--- config.mk ---
export PLATFORM = sky130hd
export DESIGN_NAME = rag_top
export DESIGN_NICKNAME = d
export VERILOG_FILES = /design/src/pkg/rag_pkg.sv /design/src/pkg/rag_cfg_if.sv /design/src/hdl/rag_region_mem.sv /design/src/hdl/rag_region_match.sv /design/src/hdl/rag_top.sv
export SDC_FILE = /design/constraint.sdc
export NUM_CORES = 1
export LEC_CHECK = 0
export BUFFER_PORTS_ARGS = -buffer_cell sky130_fd_sc_hd__buf_2
export CORE_MARGIN = 4
export CORE_UTILIZATION = 44
export CTS_CLUSTER_DIAMETER = 50
export DETAILED_ROUTE_END_ITERATION = 10
export GPL_ROUTABILITY_DRIVEN = 0
export PLACE_DENSITY = 0.61
export SYNTH_ARGS = -nofsm -noshare
export SYNTH_HDL_FRONTEND = slang
export SYNTH_SLANG_ARGS = --single-unit
--- constraint.sdc ---
create_clock -name pclk -period 9.2 [get_ports pclk]
set_input_delay 0.92 -clock pclk [delete_from_list [all_inputs] [get_ports pclk]]
set_output_delay 0.92 -clock pclk [all_outputs]
set_load 0.01 [all_outputs]
--- src/pkg/rag_pkg.sv ---
// constants, types and field layout of the region access guard
package rag_pkg;
    localparam int          RAG_NREG        = 8;
    localparam logic [31:0] RAG_OFS_INFO    = 32'he000ed90;
    localparam logic [31:0] RAG_OFS_CTRL    = 32'he000ed94;
    localparam logic [31:0] RAG_OFS_SEL     = 32'he000ed98;
    localparam logic [31:0] RAG_OFS_BASE    = 32'he000ed9c;
    localparam logic [31:0] RAG_OFS_ATTR    = 32'he000eda0;
    localparam logic        RAG_IMPLEMENTED = 1'b1;
    localparam logic [7:0]  RAG_DREG_CNT    = 8'h08;
    localparam int          RAG_DREG_LO     = 8;
    localparam int          RAG_CTL_EN      = 0;
    localparam int          RAG_CTL_HFN     = 1;
    localparam int          RAG_CTL_PDEF    = 2;
    localparam logic [2:0]  RAG_CTL_RST     = 3'h0;
    localparam logic [7:0]  RAG_SEL_RST     = 8'h00;
    localparam int          RAG_BASE_VALID  = 4;
    localparam logic [31:0] RAG_BASE_MASK   = 32'hffffffe0;
    localparam logic [31:0] RAG_ATTR_MASK   = 32'h173fff3f;
    localparam logic [31:0] RAG_ATTR_RST    = 32'h00000000;
    localparam logic [31:0] RAG_BASE_RST    = 32'h00000000;
    localparam int          RAG_XN          = 28;
    localparam int          RAG_AP_LO       = 24;
    localparam int          RAG_S           = 18;
    localparam int          RAG_C           = 17;
    localparam int          RAG_B           = 16;
    localparam int          RAG_SRD_LO      = 8;
    localparam int          RAG_SIZE_LO     = 1;
    localparam int          RAG_EN          = 0;
    localparam logic [19:0] RAG_SCS_TAG     = 20'he000e;
    localparam logic [31:0] RAG_VEC_TOP     = 32'h000000c0;
    typedef struct packed {
        logic xn;
        logic c;
        logic b;
        logic s;
    } rag_attr_s;
endpackage

--- src/pkg/rag_cfg_if.sv ---
// region table carrier between control, storage and address match
`timescale 1ns/100ps
`default_nettype none
interface rag_cfg_if;
    logic        wr_en;
    logic        wr_attr;
    logic [2:0]  wr_idx;
    logic [31:0] wr_data;
    logic [2:0]  rd_idx;
    logic [31:0] rd_base;
    logic [31:0] rd_attr;
    logic [31:0] ent_base [8];
    logic [31:0] ent_attr [8];
    modport ctl   (output wr_en, wr_attr, wr_idx, wr_data, rd_idx,
                   input rd_base, rd_attr, ent_base, ent_attr);
    modport mem   (input wr_en, wr_attr, wr_idx, wr_data, rd_idx,
                   output rd_base, rd_attr, ent_base, ent_attr);
    modport match (input ent_base, ent_attr);
endinterface
`default_nettype wire

--- src/hdl/rag_region_mem.sv ---
// storage for the eight region base and attribute words
`timescale 1ns/100ps
`default_nettype none
module rag_region_mem
    import rag_pkg::*;
(
    // clock and reset
    input  wire logic pclk,
    input  wire logic presetn,
    // table port
    rag_cfg_if.mem    cfg
);
    genvar g;
    generate
        for (g = 0; g < RAG_NREG; g++) begin : g_ent
            logic [31:0] base_r;
            logic [31:0] attr_r;
            wire hit = cfg.wr_en && (cfg.wr_idx == 3'(g));
            always_ff @(posedge pclk or negedge presetn) begin
                if (!presetn) begin
                    base_r <= RAG_BASE_RST;
                    attr_r <= RAG_ATTR_RST;
                end else if (hit && cfg.wr_attr) begin
                    attr_r <= cfg.wr_data & RAG_ATTR_MASK;
                end else if (hit) begin
                    base_r <= cfg.wr_data & RAG_BASE_MASK;
                end
            end
            assign cfg.ent_base[g] = base_r;
            assign cfg.ent_attr[g] = attr_r;
        end
    endgenerate

    // read words come from a register, one cycle behind the index
    always_ff @(posedge pclk or negedge presetn) begin
        if (!presetn) begin
            cfg.rd_base <= RAG_BASE_RST;
            cfg.rd_attr <= RAG_ATTR_RST;
        end else begin
            cfg.rd_base <= cfg.ent_base[cfg.rd_idx];
            cfg.rd_attr <= cfg.ent_attr[cfg.rd_idx];
        end
    end
endmodule // rag_region_mem
`default_nettype wire

--- src/hdl/rag_region_match.sv ---
// per-region address compare with subregion disable
`timescale 1ns/100ps
`default_nettype none
module rag_region_match
    import rag_pkg::*;
(
    // region table
    rag_cfg_if.match   cfg,
    // access address and per-region hits
    input  wire logic [31:0] addr,
    output logic [7:0]       hit
);
    genvar g;
    generate
        for (g = 0; g < RAG_NREG; g++) begin : g_cmp
            wire [31:0] a    = cfg.ent_attr[g];
            wire [4:0]  size = a[RAG_SIZE_LO +: 5];
            wire [5:0]  n    = {1'b0, size} + 6'h01;
            // a full-map region has no address bits to compare
            wire [31:0] mask = (n == 6'd32) ? 32'h0 : (32'hffffffff << n);
            wire        in_r = ((addr ^ cfg.ent_base[g]) & mask) == 32'h0;
            // subregions only exist from 256B regions upward
            wire [5:0]  sh   = n - 6'h03;
            wire [31:0] subw = addr >> sh;
            wire [2:0]  sub  = subw[2:0];
            wire        off  = (size >= 5'h07) && a[RAG_SRD_LO + sub];
            assign hit[g] = a[RAG_EN] && in_r && !off;
        end
    endgenerate
endmodule // rag_region_match
`default_nettype wire

--- src/hdl/rag_top.sv ---
// region access guard: register file, access check and attribute export
`timescale 1ns/100ps
`default_nettype none
module rag_top
    import rag_pkg::*;
(
    // clock and reset
    input  wire logic        pclk,
    input  wire logic        presetn,
    // apb slave
    input  wire logic        psel,
    input  wire logic        penable,
    input  wire logic        pwrite,
    input  wire logic [31:0] paddr,
    input  wire logic [31:0] pwdata,
    output logic [31:0]      prdata,
    output logic             pready,
    output logic             pslverr,
    // core access request
    input  wire logic        acc_valid,
    input  wire logic [31:0] acc_addr,
    input  wire logic        acc_write,
    input  wire logic        acc_fetch,
    input  wire logic        acc_priv,
    input  wire logic        acc_high_pri,
    // check result, one cycle after the request
    output logic             chk_valid,
    output logic             severe_fault_req,
    output logic             chk_execute_never,
    output logic             chk_cacheable,
    output logic             chk_bufferable,
    output logic             chk_shareable,
    output logic             chk_strongly_ordered,
    output logic             chk_region_hit,
    output logic [2:0]       chk_region_num
);
    rag_cfg_if cfg ();

    // apb decode
    wire access  = psel && penable;
    wire sel_inf = paddr == RAG_OFS_INFO;
    wire sel_ctl = paddr == RAG_OFS_CTRL;
    wire sel_rnr = paddr == RAG_OFS_SEL;
    wire sel_bas = paddr == RAG_OFS_BASE;
    wire sel_att = paddr == RAG_OFS_ATTR;
    wire mapped  = sel_inf | sel_ctl | sel_rnr | sel_bas | sel_att;
    // writes land only at the completing edge
    wire wr      = access && pready && pwrite && mapped;
    wire wr_ctl  = wr && sel_ctl;
    wire wr_rnr  = wr && sel_rnr;
    wire wr_bas  = wr && sel_bas;
    wire wr_att  = wr && sel_att;
    wire bas_vld = pwdata[RAG_BASE_VALID];

    logic [2:0]  ctrl_r;
    logic [7:0]  select_r;
    logic [7:0]  select_nxt;
    logic [31:0] prdata_r;
    logic        pready_r;
    logic        pslverr_r;

    // select loads from a valid base write too
    assign select_nxt = wr_rnr ? pwdata[7:0] :
                        (wr_bas && bas_vld) ? {4'h0, pwdata[3:0]} :
                        select_r;

    always_ff @(posedge pclk or negedge presetn) begin
        if (!presetn) begin
            ctrl_r   <= RAG_CTL_RST;
            select_r <= RAG_SEL_RST;
        end else begin
            if (wr_ctl) begin
                ctrl_r <= pwdata[2:0];
            end
            select_r <= select_nxt;
        end
    end

    // region table port: only values 0-7 are meaningful in select
    assign cfg.wr_en   = wr_bas || wr_att;
    assign cfg.wr_attr = wr_att;
    assign cfg.wr_idx  = (wr_bas && bas_vld) ? pwdata[2:0] : select_r[2:0];
    assign cfg.wr_data = pwdata;
    assign cfg.rd_idx  = select_r[2:0];

    rag_region_mem u_mem (
        .pclk    (pclk),
        .presetn (presetn),
        .cfg     (cfg.mem)
    );

    // read words
    wire [7:0]  dreg     = RAG_IMPLEMENTED ? RAG_DREG_CNT : 8'h00;
    // instruction count and separate flag stay zero
    wire [31:0] info_w   = 32'(dreg) << RAG_DREG_LO;
    wire [31:0] ctrl_w   = {29'h0, ctrl_r};
    wire [31:0] sel_w    = {24'h0, select_r};
    // valid flag reads zero, region field shows the select
    wire [31:0] base_w   = {cfg.rd_base[31:5], 1'b0, select_r[3:0]};
    wire [31:0] rd_w     = sel_inf ? info_w :
                           sel_ctl ? ctrl_w :
                           sel_rnr ? sel_w :
                           sel_bas ? base_w :
                           sel_att ? cfg.rd_attr : 32'h0;

    // one wait state so the registered table read has settled
    always_ff @(posedge pclk or negedge presetn) begin
        if (!presetn) begin
            pready_r  <= 1'b0;
            pslverr_r <= 1'b0;
            prdata_r  <= 32'h0;
        end else begin
            pready_r  <= access && !pready_r;
            pslverr_r <= access && !pready_r && !mapped;
            prdata_r  <= (access && !pready_r && !pwrite) ? rd_w : 32'h0;
        end
    end

    assign prdata  = prdata_r;
    assign pready  = pready_r;
    assign pslverr = pslverr_r;

    // access check
    logic [7:0] hit;

    rag_region_match u_match (
        .cfg  (cfg.match),
        .addr (acc_addr),
        .hit  (hit)
    );

    // highest numbered hit wins
    logic       any_hit;
    logic [2:0] win;
    always_comb begin
        any_hit = 1'b0;
        win     = 3'h0;
        for (int i = 0; i < RAG_NREG; i++) begin
            if (hit[i]) begin
                any_hit = 1'b1;
                win     = 3'(i);
            end
        end
    end

    wire [31:0] wattr = cfg.ent_attr[win];
    wire [2:0]  ap    = wattr[RAG_AP_LO +: 3];
    wire        r_xn  = wattr[RAG_XN];
    wire        r_c   = wattr[RAG_C];
    wire        r_b   = wattr[RAG_B];
    wire        r_s   = wattr[RAG_S];

    // permission table for the access-permission field
    logic perm_ok;
    always_comb begin
        unique case (ap)
            3'b000:  perm_ok = 1'b0;
            3'b001:  perm_ok = acc_priv;
            3'b010:  perm_ok = acc_priv || !acc_write;
            3'b011:  perm_ok = 1'b1;
            3'b101:  perm_ok = acc_priv && !acc_write;
            3'b110:  perm_ok = !acc_write;
            3'b111:  perm_ok = !acc_write;
            default: perm_ok = 1'b0;
        endcase
    end

    // default map attributes by address band
    wire        is_scs = acc_addr[31:12] == RAG_SCS_TAG;
    wire        is_vec = acc_addr < RAG_VEC_TOP;
    rag_attr_s  dflt;
    always_comb begin
        unique case (acc_addr[31:29])
            3'h0:    dflt = '{xn: 1'b0, c: 1'b1, b: 1'b0, s: 1'b0};
            3'h1:    dflt = '{xn: 1'b0, c: 1'b1, b: 1'b1, s: 1'b0};
            3'h2:    dflt = '{xn: 1'b1, c: 1'b0, b: 1'b1, s: 1'b0};
            3'h3:    dflt = '{xn: 1'b0, c: 1'b1, b: 1'b1, s: 1'b0};
            3'h4:    dflt = '{xn: 1'b0, c: 1'b1, b: 1'b0, s: 1'b0};
            3'h5:    dflt = '{xn: 1'b1, c: 1'b0, b: 1'b1, s: 1'b1};
            3'h6:    dflt = '{xn: 1'b1, c: 1'b0, b: 1'b1, s: 1'b0};
            default: dflt = '{xn: 1'b1, c: 1'b0, b: 1'b0, s: 1'b1};
        endcase
        if (is_scs) begin
            dflt = '{xn: 1'b1, c: 1'b0, b: 1'b0, s: 1'b1};
        end
    end

    wire en_bit   = ctrl_r[RAG_CTL_EN];
    wire hfn_bit  = ctrl_r[RAG_CTL_HFN];
    wire pdef_bit = ctrl_r[RAG_CTL_PDEF];
    // handler-enable set with global enable clear is left to software
    wire active   = en_bit && !(acc_high_pri && !hfn_bit);

    rag_attr_s attr;
    logic      fault;
    logic      use_reg;
    always_comb begin
        attr    = dflt;
        fault   = 1'b0;
        use_reg = 1'b0;
        if (!active) begin
            // default map only; background bit ignored here
            fault = acc_fetch && dflt.xn;
        end else if (is_scs || is_vec) begin
            fault = acc_fetch && is_scs;
        end else if (any_hit) begin
            use_reg = 1'b1;
            attr    = '{xn: r_xn, c: r_c, b: r_b, s: r_s || (!r_c && !r_b)};
            fault   = !perm_ok || (acc_fetch && r_xn);
        end else if (pdef_bit && acc_priv) begin
            fault = acc_fetch && dflt.xn;
        end else begin
            fault = 1'b1;
        end
    end

    // results held in flops so the core sees clean levels
    logic       vld_r;
    logic       flt_r;
    rag_attr_s  attr_r;
    logic       so_r;
    logic       rh_r;
    logic [2:0] rn_r;
    always_ff @(posedge pclk or negedge presetn) begin
        if (!presetn) begin
            vld_r  <= 1'b0;
            flt_r  <= 1'b0;
            attr_r <= '0;
            so_r   <= 1'b0;
            rh_r   <= 1'b0;
            rn_r   <= 3'h0;
        end else begin
            vld_r  <= acc_valid;
            flt_r  <= acc_valid && fault;
            attr_r <= acc_valid ? attr : '0;
            so_r   <= acc_valid && !attr.c && !attr.b;
            rh_r   <= acc_valid && use_reg;
            rn_r   <= (acc_valid && use_reg) ? win : 3'h0;
        end
    end

    assign chk_valid            = vld_r;
    assign severe_fault_req     = flt_r;
    assign chk_execute_never    = attr_r.xn;
    assign chk_cacheable        = attr_r.c;
    assign chk_bufferable       = attr_r.b;
    assign chk_shareable        = attr_r.s;
    assign chk_strongly_ordered = so_r;
    assign chk_region_hit       = rh_r;
    assign chk_region_num       = rn_r;
endmodule // rag_top
`default_nettype wire

==> results.toml <==
[routing]
drt_iter0_drc = 4272
drc_errors = 0
via_per_inst = 6.76
vias = 31200
drt-total-wl_um = 144000
first_pass_iters = 8
ant_nets = 0
wire_per_inst_um = 31.4

[setup_path]
cp.arrival_ps = 7480
critical_path_peak_fanout = 36
r2r_setup_slack_ps = 2210
crit_type = "reg -> reg"
crit_path_end_kind = "flip-flop"
rr_endpoint = "severe_fault_req"
start_kind = "flip-flop"
startpoint = "u_mem.g_ent[6].attr_r[1]"
critPathRequiredTime_ps = 9690
endpoint = "severe_fault_req"
reg2reg_from = "u_mem.g_ent[6].attr_r[1]"
reg2reg_depth = 18

[synth]
synth_compound_area_frac = 0.120
synth.yosys.warnings = 0
avgSynthCellArea_um2 = 11.0
async_flop_share = 1.00
synth_area_leaders = "dfrtp_1 34%, mux4_2 15%, mux2_2 14%, xnor2_1 3.3%, xor2_1 2.7%"
synth_mux_area_frac = 0.320
yosys.area_share.simple = 0.0963
ys.flop_type = "dfrtp_1"
synth_top_family_by_area = "multiplexers"
synth_edf_count = 0
yosys_register_bits = 515
yosysSeqAreaShare = 0.340
synth_fa_ha_area_frac = 0.0160
yosysTopAreaCell = "dfrtp_1"
yosys.area.top_type_share = 0.340
ys_types = 115
synth-xor-area-share = 0.0650
synth_cells = 3432
synth_fp_nets = 3584
syn-cell-area_um2 = 37900

[cts]
hold_buffers = 0
clkSlewWorstSetupHoldPaths_ps = 60
cts.repair.resized = 0
clock_path_buffers = 3
insertion_delay_ps = 630
cts_tree = "built"
cts_setup_buffers = 0
cts_made_buffers = 69
clockRootBuffer = "clkbuf_16"
cts.htree.levels = 3
clock-sinks = 515

[place]
dp_cells = 4480
pre_cts_ws_ps = 2390
dpl.hpwl_um = 100000
portBuffers = 150

[grt]
antenna_found_initial = 17
grt_pass1_wl_um = 210000
grt-ovfl-total = 0
grt_pass1_vias = 29800
grt_max_degree = 144
grt_usage = 0.313

[sta]
tightest_slew_ps = 1230
rsz0062_at_grt = "false"
timing.final.ws_setup_ps = 2210
holdWs_ps = 276
clock_skew_ps = 22.3
slew_headroom = 0.178
finalHoldViolCount = 0
finalSetupViolations = 0
slew_viol_final = 0
max_freq_ghz = 0.143
setup_tns_ps = 0
period_needed_ps = 6990
finalCritPeriodShare = 0.760

[cells_and_area]
final_common_cell = "dfrtp_1"
final_cell_mix = "512 x dfrtp_1, 485 x mux2_2, 249 x mux4_2"
fillerInstances = 7753
syn_to_final_growth_pct = 9.97
final_cells = 4608
drive_gt1_frac = 0.332
nets = 3559

[status]
run_status = "completed"

[floorplan]
dieArea_um2 = 90900
die_w_um = 301
fp-row-count = 107
core_area_um2 = 85300
start_util = 0.444
io_pins = 151
die_h_um = 301

[power]
finalPower_mw = 5.42
vdd_drop_max_uv = 110
cellPowerDensity_nw_per_um2 = 130
power.leakage_nw = 18.3

[flow_run]
drv_cap = 0

[hold_path]
min_path_type = "in -> async"
[final cells by class]
class                   instances  area (um2)  share of cell area
multi-input cells            2524       23400               0.562
flip-flops and latches        515       12900               0.309
clock buffers                  89        1910              0.0459
well taps                    1144        1430              0.0344
repair buffers                229        1370              0.0328
clock inverters                33         368             0.00883
inverters                      68         255             0.00613
diodes                          6        15.0            0.000360
[logic make-up (layout without fill, tap and decap cells)]
logic type / count (synthesis) / after routing
other: 0 / 6
DFF: 515 / 515
adders and majority gates: 49 / 49
xor gates and xnor gates: 270 / 270
muxes: 840 / 840
AOI/OAI and AO/OA: 647 / 647
buffers and inverters: 393 / 419
and+or+nand+nor: 718 / 718
[critical path, stage by stage (launching register included)]
cell,delay (ps)
dfrtp_1,320
buf_4,370
ha_1,320
inv_1,70
ha_1,470
o2bb2ai_1,890
nor3_1,220
nor2_1,390
mux2i_1,400
o31ai_1,190
a2111oi_0,410
a311oi_1,120
a211oi_2,850
o21ai_2,220
nor2_4,510
mux2_2,410
a211oi_1,240
nor4_1,90
o41a_1,310
[routing by layer]
layer | vias to the layer above | part of all wire | GRT usage
met4 | 16 | 0.065 | 0.165
met3 | 473 | 0.12 | 0.0891
met1 | 15800 | 0.39 | 0.424
li1 | 12900 | - | -
met2 | 1980 | 0.43 | 0.456
met5 | - | 0.00075 | 0.0124
[synthesized netlist by cell type (35+ instances only)]
master    instances
mux4_2          249
xor2_1          118
a31oi_1          36
inv_1            63
nor2_1          160
a21oi_1         140
ha_1             46
nor4_1           38
nand2_1         171
buf_2            54
nand2b_1         35
mux2i_1         101
nand3_1          72
a22oi_1          47
dfrtp_1         515
xnor2_1         142
clkbuf_1        204
buf_1            55
o21ai_0         108
mux2_2          485
nor3_1           56
[registers in the layout (all words and copies together), names as in the netlist, 3 cells and up]
register / flops
chk_region_num: 3
ctrl_r: 3
prdata: 32
select_r: 8
u_mem.cfg.rd_attr: 24
u_mem.cfg.rd_base: 27
u_mem.g_ent.attr_r: 192
u_mem.g_ent.base_r: 216
[per-stage QoR]
stage	utilization	instance area, um2
after floorplan	-	37900
after global placement	0.462	39400
after detailed placement	0.462	39400
after CTS	0.488	41700
after global routing	0.489	41700
final	0.489	41700
[report_power, final]
group	switching (mW)	internal (mW)
registers	0.000950	2.27
logic	0.322	0.140
clock network	1.12	1.56
total	1.45	3.97
[worst min-delay path by stage]
stage / startpoint / endpoint / cells after the start
finish: presetn / u_mem.g_ent[7].attr_r[10] / 1
global route: presetn / u_mem.g_ent[7].attr_r[10] / 1
CTS: presetn / u_mem.g_ent[7].attr_r[14] / 1
detailed placement: u_mem.cfg.rd_base[23] / prdata[23] / 1
global placement: u_mem.cfg.rd_base[31] / prdata[31] / 1
floorplan: u_mem.cfg.rd_base[22] / prdata[22] / 1
(Power assumes the default switching activity.)
